===== src/fph_pkg.sv =====
// Package of the flash protection and pause block: opcodes, field positions,
// state and operation encodings.
// Assumes a single 100 MHz core clock that oversamples the serial pins.
package fph_pkg;

  localparam int unsigned SECTORS      = 64;
  localparam int unsigned SEC_W        = 6;
  localparam int unsigned ADDR_W       = 24;
  localparam int unsigned SEC_LSB      = 16;
  localparam int unsigned RANGE_W      = 3;

  // Instruction codes; the values are a plain choice for this block.
  localparam logic [7:0] OPC_WRITE_ENABLE = 8'h06;
  localparam logic [7:0] OPC_READ_STATUS  = 8'h05;
  localparam logic [7:0] OPC_WRITE_STATUS = 8'h01;
  localparam logic [7:0] OPC_READ_LOCK    = 8'he8;
  localparam logic [7:0] OPC_WRITE_LOCK   = 8'he5;
  localparam logic [7:0] OPC_PROGRAM      = 8'h02;
  localparam logic [7:0] OPC_SUB_ERASE    = 8'h20;
  localparam logic [7:0] OPC_SEC_ERASE    = 8'hd8;
  localparam logic [7:0] OPC_BULK_ERASE   = 8'hc7;

  // Byte counts at deselect that complete each non-read instruction, the byte count limit, and byte and bit positions.
  localparam logic [2:0] LEN_OPCODE_ONLY  = 3'h1;
  localparam logic [2:0] LEN_STATUS_WRITE = 3'h2;
  localparam logic [2:0] LEN_ADDR_CMD     = 3'h4;
  localparam logic [2:0] LEN_LOCK_WRITE   = 3'h5;
  localparam logic [2:0] LEN_PROGRAM_MIN  = 3'h5;
  localparam logic [2:0] BYTE_CNT_MAX     = 3'h7;
  localparam logic [2:0] BYTE_ADDR_HI     = 3'h1;
  localparam logic [2:0] BYTE_ADDR_LO     = 3'h3;
  localparam logic [2:0] BIT_LAST         = 3'h7;

  // Status byte layout.
  localparam int unsigned ST_BUSY_BIT   = 0;
  localparam int unsigned ST_WEL_BIT    = 1;
  localparam int unsigned ST_RANGE_LSB  = 2;
  localparam int unsigned ST_BOTTOM_BIT = 5;
  localparam int unsigned ST_STATUS_WRITE_DISABLE_BIT   = 7;

  // Lock byte layout.
  localparam int unsigned LK_WRITE_BIT = 0;
  localparam int unsigned LK_DOWN_BIT  = 1;

  localparam logic [RANGE_W-1:0] RANGE_NONE = 3'h0;
  localparam logic [RANGE_W-1:0] RANGE_ALL  = 3'h7;
  localparam logic [SEC_W:0]     SEC_TOTAL  = 7'h40;
  localparam logic [SEC_W:0]     SEC_ONE    = 7'h01;
  localparam logic [RANGE_W-1:0] RANGE_ONE  = 3'h1;

  typedef enum logic [1:0] {
    FPH_IDLE    = 2'b00,
    FPH_SHIFT   = 2'b01,
    FPH_PAUSE   = 2'b10,
    FPH_RELEASE = 2'b11
  } fph_state_t;

  typedef enum logic [1:0] {
    FPH_OP_PROGRAM   = 2'b00,
    FPH_OP_SUB_ERASE = 2'b01,
    FPH_OP_SEC_ERASE = 2'b10,
    FPH_OP_BULK      = 2'b11
  } fph_op_t;

endpackage


===== src/fph_protect.sv =====
// Serial flash protection and pause logic: per-sector lock registers, range
// protection, write-protect freeze and the pause condition of the serial port.
// Assumes the serial pins come from another domain and are oversampled by
// mclk; the memory array itself sits outside and reports its busy state.
`timescale 1ns/1ps

module fph_protect
  import fph_pkg::*;
(
  input  wire logic                          mclk,
  input  wire logic                          sys_rst,
  input  wire logic                          sclk,
  input  wire logic                          cs_n,
  input  wire logic                          hold_n,
  input  wire logic                          wp_n,
  input  wire logic                          serial_in,
  output logic                               serial_out,
  output logic                               serial_out_oe,
  input  wire logic                          mem_busy,
  output logic                               op_go,
  output logic                               op_reject,
  output fph_pkg::fph_op_t                   op_kind,
  output logic [fph_pkg::ADDR_W-1:0]         op_addr,
  output logic                               write_enable_latch,
  output logic [fph_pkg::RANGE_W-1:0]        range_size,
  output logic                               range_bottom_select,
  output logic                               status_write_disable,
  output logic                               paused
);
  import fph_pkg::*;

  ////////////////////////////////////////////////////////////////////////////
  // Pin synchronisers. The first stage feeds only the second.
  logic [4:0] pin_meta;
  logic [4:0] pin_sync;
  logic       sclk_d;
  logic       cs_d;
  logic       sclk_s;
  logic       cs_s;
  logic       hold_s;
  logic       wp_s;
  logic       sin_s;

  always_ff @(posedge mclk)
  begin
    if (sys_rst)
    begin
      // Idle pin levels: clock low, select, pause and protect high, so no false edge follows reset.
      pin_meta <= 5'h0e;
      pin_sync <= 5'h0e;
      sclk_d   <= 1'b0;
      cs_d     <= 1'b1;
    end
    else
    begin
      pin_meta <= {serial_in, wp_n, hold_n, cs_n, sclk};
      pin_sync <= pin_meta;
      sclk_d   <= pin_sync[0];
      cs_d     <= pin_sync[1];
    end
  end

  assign sclk_s = pin_sync[0];
  assign cs_s   = pin_sync[1];
  assign hold_s = pin_sync[2];
  assign wp_s   = pin_sync[3];
  assign sin_s  = pin_sync[4];

  wire sclk_rise = sclk_s & ~sclk_d;
  wire sclk_fall = ~sclk_s & sclk_d;
  wire cs_rise   = cs_s & ~cs_d;

  ////////////////////////////////////////////////////////////////////////////
  // Link state: selection and pause.
  fph_state_t state;
  fph_state_t next_state;

  // Sampling the levels only while the clock is low covers both the
  // coincident edge and the wait for the next low clock.
  wire pause_enter = ~cs_s & ~hold_s & ~sclk_s;
  wire pause_leave = hold_s & ~sclk_s;

  always_comb
  begin
    next_state = state;
    case (state)
      FPH_IDLE:
        if (!cs_s)
          next_state = FPH_SHIFT;
      FPH_SHIFT:
        if (cs_s)
          next_state = FPH_IDLE;
        else if (pause_enter)
          next_state = FPH_PAUSE;
      FPH_PAUSE:
        if (cs_s)
          next_state = FPH_RELEASE;
        else if (pause_leave)
          next_state = FPH_SHIFT;
      FPH_RELEASE:
        // Holding here stops a fresh select from dropping back into pause.
        if (hold_s)
          next_state = FPH_IDLE;
      default:
        next_state = FPH_IDLE;
    endcase
  end

  always_ff @(posedge mclk)
  begin
    if (sys_rst)
      state <= FPH_IDLE;
    else
      state <= next_state;
  end

  assign paused = (state == FPH_PAUSE);

  ////////////////////////////////////////////////////////////////////////////
  // Serial shift logic. Clock edges count only in the shifting state.
  logic [7:0] shift_in;
  logic [2:0] bit_idx;
  logic [2:0] byte_cnt;
  logic [7:0] opcode;
  logic [7:0] addr_hi;
  logic [7:0] addr_mid;
  logic [7:0] addr_lo;
  logic [7:0] data_byte;
  logic [7:0] out_shift;
  logic       out_active;

  wire        shifting  = (state == FPH_SHIFT);
  wire        take_bit  = shifting & ~cs_s & sclk_rise;
  wire        give_bit  = shifting & ~cs_s & sclk_fall;
  wire [7:0]  next_byte = {shift_in[6:0], sin_s};
  wire        byte_done = take_bit & (bit_idx == BIT_LAST);
  wire        frame_new = (state == FPH_IDLE) | (state == FPH_RELEASE);

  wire [SEC_W-1:0] lock_sec = addr_hi[SEC_W-1:0];
  logic [SECTORS-1:0] lock_wl;
  logic [SECTORS-1:0] lock_ld;
  logic [7:0] status_byte;
  logic [7:0] lock_byte;

  assign lock_byte = {6'h00, lock_ld[lock_sec], lock_wl[lock_sec]};

  always_ff @(posedge mclk)
  begin
    if (sys_rst | frame_new)
    begin
      shift_in   <= 8'h00;
      bit_idx    <= 3'h0;
      byte_cnt   <= 3'h0;
      opcode     <= 8'h00;
      addr_hi    <= 8'h00;
      addr_mid   <= 8'h00;
      addr_lo    <= 8'h00;
      data_byte  <= 8'h00;
      out_shift  <= 8'h00;
      out_active <= 1'b0;
    end
    else
    begin
      if (take_bit)
      begin
        shift_in <= next_byte;
        bit_idx  <= bit_idx + 3'h1;
      end
      if (byte_done)
      begin
        if (byte_cnt != BYTE_CNT_MAX)
          byte_cnt <= byte_cnt + 3'h1;
        case (byte_cnt)
          3'h0:    opcode   <= next_byte;
          3'h1:    addr_hi  <= next_byte;
          3'h2:    addr_mid <= next_byte;
          3'h3:    addr_lo  <= next_byte;
          default: data_byte <= next_byte;
        endcase
        if (byte_cnt == 3'h0 && next_byte == OPC_READ_STATUS)
        begin
          out_shift  <= status_byte;
          out_active <= 1'b1;
        end
        if (byte_cnt == BYTE_ADDR_LO && opcode == OPC_READ_LOCK)
        begin
          out_shift  <= lock_byte;
          out_active <= 1'b1;
        end
      end
      else if (give_bit & out_active)
        out_shift <= {out_shift[6:0], out_shift[7]};
    end
  end

  // Status write data sits in the first byte after the opcode.
  wire [7:0] status_data = addr_hi;

  always_ff @(posedge mclk)
  begin
    if (sys_rst)
      serial_out <= 1'b0;
    else if (give_bit & out_active)
      serial_out <= out_shift[7];
  end

  assign serial_out_oe = shifting & ~cs_s & out_active;

  ////////////////////////////////////////////////////////////////////////////
  // Protection decode.
  function automatic logic range_hit(input logic [SEC_W-1:0] sec,
                                     input logic [RANGE_W-1:0] size,
                                     input logic               bottom);
    logic [SEC_W:0] span;
    span = SEC_ONE << (size - RANGE_ONE);
    if (size == RANGE_NONE)
      range_hit = 1'b0;
    else if (size == RANGE_ALL)
      range_hit = 1'b1;
    else if (bottom)
      range_hit = ({1'b0, sec} < span);
    else
      range_hit = ({1'b0, sec} >= (SEC_TOTAL - span));
  endfunction

  wire        sec_prot  = lock_wl[lock_sec] |
                          range_hit(lock_sec, range_size, range_bottom_select);
  wire        sr_frozen = status_write_disable & ~wp_s;

  assign status_byte = {status_write_disable, 1'b0, range_bottom_select, range_size,
                        write_enable_latch, mem_busy};

  ////////////////////////////////////////////////////////////////////////////
  // Instruction completion at deselect, on a whole number of bytes.
  wire cmd_end   = shifting & cs_rise & (bit_idx == 3'h0);
  wire is_write_enable_cmd   = (opcode == OPC_WRITE_ENABLE) & (byte_cnt == LEN_OPCODE_ONLY);
  wire is_wrsr   = (opcode == OPC_WRITE_STATUS) & (byte_cnt == LEN_STATUS_WRITE);
  wire is_write_lock_cmd   = (opcode == OPC_WRITE_LOCK) & (byte_cnt == LEN_LOCK_WRITE);
  wire is_prog   = (opcode == OPC_PROGRAM) & (byte_cnt >= LEN_PROGRAM_MIN);
  wire is_sse    = (opcode == OPC_SUB_ERASE) & (byte_cnt == LEN_ADDR_CMD);
  wire is_se     = (opcode == OPC_SEC_ERASE) & (byte_cnt == LEN_ADDR_CMD);
  wire is_be     = (opcode == OPC_BULK_ERASE) & (byte_cnt == LEN_OPCODE_ONLY);
  wire is_memop  = is_prog | is_sse | is_se | is_be;

  // A cycle already running keeps going; new modifying work is ignored while the array is busy.
  wire modify_ok = cmd_end & write_enable_latch & ~mem_busy;
  wire lock_wr   = modify_ok & is_write_lock_cmd & ~lock_ld[lock_sec];
  wire stat_wr   = modify_ok & is_wrsr & ~sr_frozen;
  wire be_ok     = (range_size == RANGE_NONE);
  wire mem_ok    = is_be ? be_ok : ~sec_prot;
  wire wel_clear = modify_ok & (is_write_lock_cmd | is_wrsr | is_memop);

  fph_op_t op_sel;
  assign op_sel = is_be  ? FPH_OP_BULK :
                  is_se  ? FPH_OP_SEC_ERASE :
                  is_sse ? FPH_OP_SUB_ERASE : FPH_OP_PROGRAM;

  always_ff @(posedge mclk)
  begin
    if (sys_rst)
    begin
      lock_wl <= '0;
      lock_ld <= '0;
    end
    else if (lock_wr)
    begin
      lock_wl[lock_sec] <= data_byte[LK_WRITE_BIT];
      lock_ld[lock_sec] <= data_byte[LK_DOWN_BIT];
    end
  end

  always_ff @(posedge mclk)
  begin
    if (sys_rst)
    begin
      range_size           <= RANGE_NONE;
      range_bottom_select  <= 1'b0;
      status_write_disable <= 1'b0;
    end
    else if (stat_wr)
    begin
      range_size           <= status_data[ST_RANGE_LSB +: RANGE_W];
      range_bottom_select  <= status_data[ST_BOTTOM_BIT];
      status_write_disable <= status_data[ST_STATUS_WRITE_DISABLE_BIT];
    end
  end

  always_ff @(posedge mclk)
  begin
    if (sys_rst)
      write_enable_latch <= 1'b0;
    else if (wel_clear)
      write_enable_latch <= 1'b0;
    else if (cmd_end & is_write_enable_cmd)
      write_enable_latch <= 1'b1;
  end

  // Rejected operations finish like accepted ones, with a reject pulse in place of the go pulse.
  always_ff @(posedge mclk)
  begin
    if (sys_rst)
    begin
      op_go     <= 1'b0;
      op_reject <= 1'b0;
      op_kind   <= FPH_OP_PROGRAM;
      op_addr   <= '0;
    end
    else
    begin
      op_go     <= modify_ok & is_memop & mem_ok;
      op_reject <= modify_ok & is_memop & ~mem_ok;
      if (modify_ok & is_memop)
      begin
        op_kind <= op_sel;
        op_addr <= {addr_hi, addr_mid, addr_lo};
      end
    end
  end

  ////////////////////////////////////////////////////////////////////////////
  // Checks.
  wire [SEC_W-1:0] op_sec = op_addr[SEC_LSB +: SEC_W];

  property p_lockdown_holds;
    @(posedge mclk) disable iff (sys_rst)
    ((lock_wl ^ $past(lock_wl)) & $past(lock_ld)) == '0;
  endproperty
  a_lockdown_holds: assert property (p_lockdown_holds)
    else $error("Locked-down sector changed its lock bits.");

  property p_lock_needs_wel;
    @(posedge mclk) disable iff (sys_rst)
    (lock_wl != $past(lock_wl)) |-> $past(write_enable_latch) && !write_enable_latch;
  endproperty
  a_lock_needs_wel: assert property (p_lock_needs_wel)
    else $error("Lock bits changed without the write-enable latch.");

  property p_go_unprotected;
    @(posedge mclk) disable iff (sys_rst)
    op_go && op_kind != FPH_OP_BULK |->
      !lock_wl[op_sec] && !range_hit(op_sec, range_size, range_bottom_select);
  endproperty
  a_go_unprotected: assert property (p_go_unprotected)
    else $error("Operation granted on a protected sector.");

  property p_bulk_range;
    @(posedge mclk) disable iff (sys_rst)
    op_go && op_kind == FPH_OP_BULK |-> range_size == RANGE_NONE;
  endproperty
  a_bulk_range: assert property (p_bulk_range)
    else $error("Bulk erase granted with range protection set.");

  property p_frozen_status;
    @(posedge mclk) disable iff (sys_rst)
    $past(sr_frozen) |-> $stable(range_size) && $stable(status_write_disable);
  endproperty
  a_frozen_status: assert property (p_frozen_status)
    else $error("Status bits changed while frozen.");

  property p_pause_float;
    @(posedge mclk) disable iff (sys_rst)
    paused |-> !serial_out_oe ##1 ($stable(bit_idx) && $stable(byte_cnt) && $stable(shift_in));
  endproperty
  a_pause_float: assert property (p_pause_float)
    else $error("Output driven during pause.");

  property p_pause_enter;
    @(posedge mclk) disable iff (sys_rst)
    state == FPH_SHIFT && !cs_s && !hold_s && !sclk_s |=> paused;
  endproperty
  a_pause_enter: assert property (p_pause_enter)
    else $error("Pause not entered with clock low.");

  property p_pause_deselect;
    @(posedge mclk) disable iff (sys_rst)
    paused && cs_s |=> state == FPH_RELEASE ##1 (bit_idx == 3'h0 && byte_cnt == 3'h0);
  endproperty
  a_pause_deselect: assert property (p_pause_deselect)
    else $error("Deselect during pause did not reset the serial logic.");

  c_pause: cover property (@(posedge mclk) disable iff (sys_rst) $rose(paused));
  c_lock_write: cover property (@(posedge mclk) disable iff (sys_rst) lock_wr);
  c_op_go: cover property (@(posedge mclk) disable iff (sys_rst) op_go);
  c_op_reject: cover property (@(posedge mclk) disable iff (sys_rst) op_reject);

endmodule


===== config.mk =====
export PLATFORM = sky130hd
export DESIGN_NAME = fph_protect
export DESIGN_NICKNAME = d
export VERILOG_FILES = /design/src/fph_pkg.sv /design/src/fph_protect.sv
export SDC_FILE = /design/constraint.sdc
export NUM_CORES = 1
export LEC_CHECK = 0
export BUFFER_PORTS_ARGS = -buffer_cell sky130_fd_sc_hd__buf_2
export CORE_UTILIZATION = 50
export CTS_BUF_LIST = sky130_fd_sc_hd__clkbuf_8 sky130_fd_sc_hd__clkbuf_16
export DETAILED_ROUTE_END_ITERATION = 10
export HOLD_SLACK_MARGIN = 0.15
export PLACE_DENSITY = 0.67
export SLEW_MARGIN = 20
export SYNTH_ARGS = -nofsm -noshare
export SYNTH_HDL_FRONTEND = slang
export SYNTH_SLANG_ARGS = --single-unit

===== constraint.sdc =====
create_clock -name mclk -period 7.7 [get_ports mclk]
set_input_delay 1.155 -clock mclk [delete_from_list [all_inputs] [get_ports mclk]]
set_output_delay 1.155 -clock mclk [all_outputs]
set_load 0.02 [all_outputs]

==> impl_summary.log <==
[metrics] outcome: finished, final reports clean
[metrics] cell area after layout: between 10000 and 15000 um2
[metrics] total chip power: ~2.6 mW
[metrics] VDD IR-drop max: about 150 uV
[metrics] non-filler instance count after layout: between 1500 and 2000
[metrics] final number of max-transition violations: 0
[metrics] hold buffer count at CTS: 0
[metrics] clock skew: around 0.022 ns
[metrics] Die ar.: approximately 22000 um2
[metrics] worst path required time: ~8.1 ns
[metrics] final hold viol count: 0
[metrics] maximum number of pins on one net before global-route repair: slightly above 90
[metrics] starting density of the core: 0.509
[metrics] Inst Count DP: about 1500
[metrics] antenna cell count: 0
[metrics] flops & latches, synth: between 200 and 250
[metrics] total congestion overflow: 0
[metrics] Setup Slack @ Placement: between 3 and 4 ns
[metrics] met2 Use GR: 0.390
[metrics] cell taking the most area after synthesis: sky130_fd_sc_hd__dfxtp_1
[metrics] CP Data Arrival Time: around 4.4 ns
[metrics] height of the die: 148 um
[metrics] antenna violations before repair: 0
[metrics] clock latency on the worst-skew pair: 0.54 ns
[metrics] nature of the critical path endpoint: flip-flop
[metrics] slowest cell on the critical path: sky130_fd_sc_hd__nor3_2
[metrics] area inside the core boundary: 21000 um2
[metrics] Total GRT Usage: 0.254
[metrics] GR Util met1: 0.364
[metrics] CTS tree: yes
[metrics] number of violations of the max-capacitance limit: 0
[metrics] CP max stage delay: ~0.85 ns
[metrics] minimum setup slack in the final design: 3.70 ns
[metrics] Tmin final: roughly 4.0 ns
[metrics] Post-Route Hold Slack: a little over 0.4 ns
[metrics] sequential standard cell area: between 4000 and 5000 um2
[metrics] hold path startpoint: pin_meta[1]$_SDFF_PP1_
[metrics] Clock Path Buffers: 3
[metrics] power density of the placed cells: around 220 nW/um2
[metrics] unrepaired setup endpoints after global routing: no
[metrics] number of cell rows: 53
[metrics] net count after synthesis: 1258
[metrics] Inserted Clock Buffers: 26
[metrics] met3 Resource Use GR: 0.0383
[metrics] total DRC errors in the routed layout: 0
[metrics] Area growth syn-to-layout: 10.3%
[metrics] Filler cells: 1910
[metrics] Netlist cell types: between 70 and 80
[metrics] routed wire length: 27600 um
[metrics] final clock period utilization by the worst path: 0.520
[metrics] launch instance of the worst register-to-register path: addr_hi[0]$_SDFFE_PP0P_
[metrics] final standard cell utilization of the core: 0.561
[metrics] Final GP Congestion: roughly 0.88
[metrics] deepest level of the CTS H-tree: 1
[metrics] share of the yosys chip area belonging to registers: 0.436
[metrics] number of enable-type register cells in the synthesized netlist: 0
[metrics] number of failing setup endpoints in the final timing report: 0
[metrics] number of nets in the final layout: around 1200
[metrics] worst rel slew slack: 0.292
[metrics] die span in x: 148 um
[metrics] Antenna Nets Post-Route: 0
[metrics] Clock Pin Slew Worst Setup and Hold Paths: around 0.060 ns
[metrics] top-area cell type share of the netlist area: 0.436
[metrics] asr flop ratio synth: 0
[metrics] Post-CTS Setup Inserts: 0
[metrics] critical path startpoint category: flip-flop
[metrics] post-detailed-placement cell area: ~11000 um2
[metrics] cell area after technology mapping: 10700 um2
[metrics] cell chosen for the clock root: sky130_fd_sc_hd__clkbuf_16
[metrics] leading post-synthesis cells by cell area: sky130_fd_sc_hd__dfxtp_1 (44%), sky130_fd_sc_hd__mux2i_1 (11%), sky130_fd_sc_hd__nor2_1 (6.7%)
[metrics] starting DRC count in detailed routing: about 900
[metrics] P_leak: 4.54 nW
[metrics] highest net fanout along the worst path: 20
[metrics] Critical Path Source: addr_hi[0]$_SDFFE_PP0P_
[metrics] family of cells with the greatest summed delay on the critical path: simple AND/OR/NAND/NOR gates
[metrics] layer with the highest usage: met2
[metrics] cells traversed along the worst timing path: buf_4 -> nor2b_1 -> a22oi_1 -> nand4b_1 -> nand4_2 -> nor3_2 -> a21boi_0 -> o21ba_2
[metrics] worst hold-check path type: reg2reg
[metrics] Slew @ Worst Pin: between 1 and 1.5 ns
[metrics] number of vias in the routed layout: about 9000
[metrics] most used flip-flop cell after synthesis: sky130_fd_sc_hd__dfxtp_1
[metrics] WHS Path Cells: 1
[metrics] area of the multi-input gates: 5550 um2
[metrics] via count normalized by instance count: 5.82
[metrics] detailed-routing iteration count for the pre-antenna-repair pass: 5
[metrics] mean post-synth cell area: between 8 and 9 um2
[metrics] Buf/Inv on CP: 1
[metrics] Clock Sink Count: 233
[metrics] total of warnings raised by yosys: 0
[metrics] count of mapped cells out of synthesis: approximately 1200
[metrics] number of global-route vias before repair: roughly 8300
[metrics] count of instances resized after the clock tree is built: 0
[metrics] wire length of the first global-routing pass: ~45000 um
[metrics] DPL Wire Length: approximately 17000 um
[metrics] proportion of layout cells with a drive suffix above 1: 0.119
[metrics] R2R cell count: 8
[metrics] number of I/O pins: 45
[metrics] critical setup path kind: reg2reg
[metrics] Port Buf Inserts: 44
[metrics] number of gates on the worst path with buffers counted: 8
[metrics] post-route setup TNS: 0 ns
[metrics] post-detailed-route wirelength per cell: ~18 um
[metrics] Fmax achieved: around 0.25 GHz
[layout make-up]
class / instances / area share
clock buffers: 31 / 0.0619
clock inverters: 15 / 0.00997
inverters: 19 / 0.00604
multi-input cells: 875 / 0.470
flip-flops and latches: 233 / 0.396
well taps: 275 / 0.0292
repair buffers: 57 / 0.0271
[synthesized netlist by cell type (3+ instances only)]
master,count
sky130_fd_sc_hd__buf_2,11
sky130_fd_sc_hd__nor3_1,26
sky130_fd_sc_hd__buf_1,3
sky130_fd_sc_hd__nand2_1,119
sky130_fd_sc_hd__and4b_1,3
sky130_fd_sc_hd__nor2b_1,15
sky130_fd_sc_hd__o41ai_1,5
sky130_fd_sc_hd__nand3_1,51
sky130_fd_sc_hd__o22a_1,3
sky130_fd_sc_hd__mux2i_1,115
sky130_fd_sc_hd__a22oi_1,5
sky130_fd_sc_hd__a22o_1,3
sky130_fd_sc_hd__o21ba_2,6
sky130_fd_sc_hd__a211oi_1,3
sky130_fd_sc_hd__ha_1,27
sky130_fd_sc_hd__nor4_1,10
sky130_fd_sc_hd__dfxtp_1,233
sky130_fd_sc_hd__buf_4,7
sky130_fd_sc_hd__o22ai_1,8
sky130_fd_sc_hd__inv_1,18
sky130_fd_sc_hd__nor3b_1,5
sky130_fd_sc_hd__o21ai_0,8
sky130_fd_sc_hd__mux4_2,9
sky130_fd_sc_hd__clkbuf_1,70
sky130_fd_sc_hd__nor4b_1,6
sky130_fd_sc_hd__nand4b_1,4
sky130_fd_sc_hd__buf_6,4
sky130_fd_sc_hd__a21boi_0,6
sky130_fd_sc_hd__or2_2,7
sky130_fd_sc_hd__a221oi_1,7
sky130_fd_sc_hd__nand3b_1,6
sky130_fd_sc_hd__or3_1,3
sky130_fd_sc_hd__and3_1,13
sky130_fd_sc_hd__nor2_1,190
sky130_fd_sc_hd__nand2b_1,16
sky130_fd_sc_hd__a21oi_1,125
sky130_fd_sc_hd__nand4_1,3
sky130_fd_sc_hd__and2_1,9
sky130_fd_sc_hd__xnor2_1,4
sky130_fd_sc_hd__a31oi_1,10
sky130_fd_sc_hd__mux2_2,5
[per-layer routing]
layer / share of wire / vias up
met3: 0.068 / 45
met4: 0.025 / 0
met2: 0.44 / 268
met1: 0.47 / 4186
met5: 0 / -
li1: - / 4256
[worst reg2reg max path: stages, from the launching register on]
cell	delay (ns)
sky130_fd_sc_hd__dfxtp_1	0.80
sky130_fd_sc_hd__buf_4	0.42
sky130_fd_sc_hd__nor2b_1	0.51
sky130_fd_sc_hd__a22oi_1	0.28
sky130_fd_sc_hd__nand4b_1	0.17
sky130_fd_sc_hd__nand4_2	0.39
sky130_fd_sc_hd__nor3_2	0.86
sky130_fd_sc_hd__a21boi_0	0.23
sky130_fd_sc_hd__o21ba_2	0.25
[sequential cells by signal, summed over array words and instances, names as in the netlist, 2 cells and up]
name	flops
lock_ld	64
pin_sync	5
pin_meta	5
range_size	3
addr_hi	8
data_byte	2
op_kind	2
byte_cnt	3
addr_lo	8
lock_wl	64
bit_idx	3
opcode	8
op_addr	24
addr_mid	8
state	2
out_shift	8
shift_in	7
[where the power goes]
| part | switching, mW | internal [mW] |
|---|---|---|
| Sequential | 0.00722 | 1.21 |
| Clock | 0.489 | 0.735 |
| Combinational | 0.0900 | 0.0287 |
| Total | 0.587 | 1.98 |
[final timing paths]
path | end | slack [ns]
worst max-delay path | lock_wl[57]$_SDFFE_PP0P_ | 3.70
worst min-delay path | pin_sync[1]$_SDFF_PP1_ | 0.40
worst max register to register | lock_wl[57]$_SDFFE_PP0P_ | 3.70
worst min register to register | pin_sync[1]$_SDFF_PP1_ | 0.40
[kinds of logic after synthesis]
| logic type | Yosys count | synth area share |
|---|---|---|
| simple gates | 505 | 0.227 |
| flops | 233 | 0.436 |
| compound gates | 210 | 0.122 |
| mux | 129 | 0.132 |
| buf+inv | 115 | 0.0479 |
| fa+ha+maj | 27 | 0.0316 |
| xor+xnor | 4 | 0.00327 |
[placed cells by master, fill, tap and decap left out, drive strengths merged, types with 8 or more instances in the layout]
cell type / count
nor2: 190
nand2: 119
nor4: 13
buf: 57
inv: 25
nor4b: 8
ha: 27
dfxtp: 233
o21ai: 8
and3: 13
nor3: 29
a31oi: 10
and2: 10
a21oi: 125
nand2b: 16
mux4: 9
nor2b: 15
clkbuf: 31
mux2i: 115
nand3: 51
o22ai: 8
Note: power is estimated with default switching activity, not from simulation.
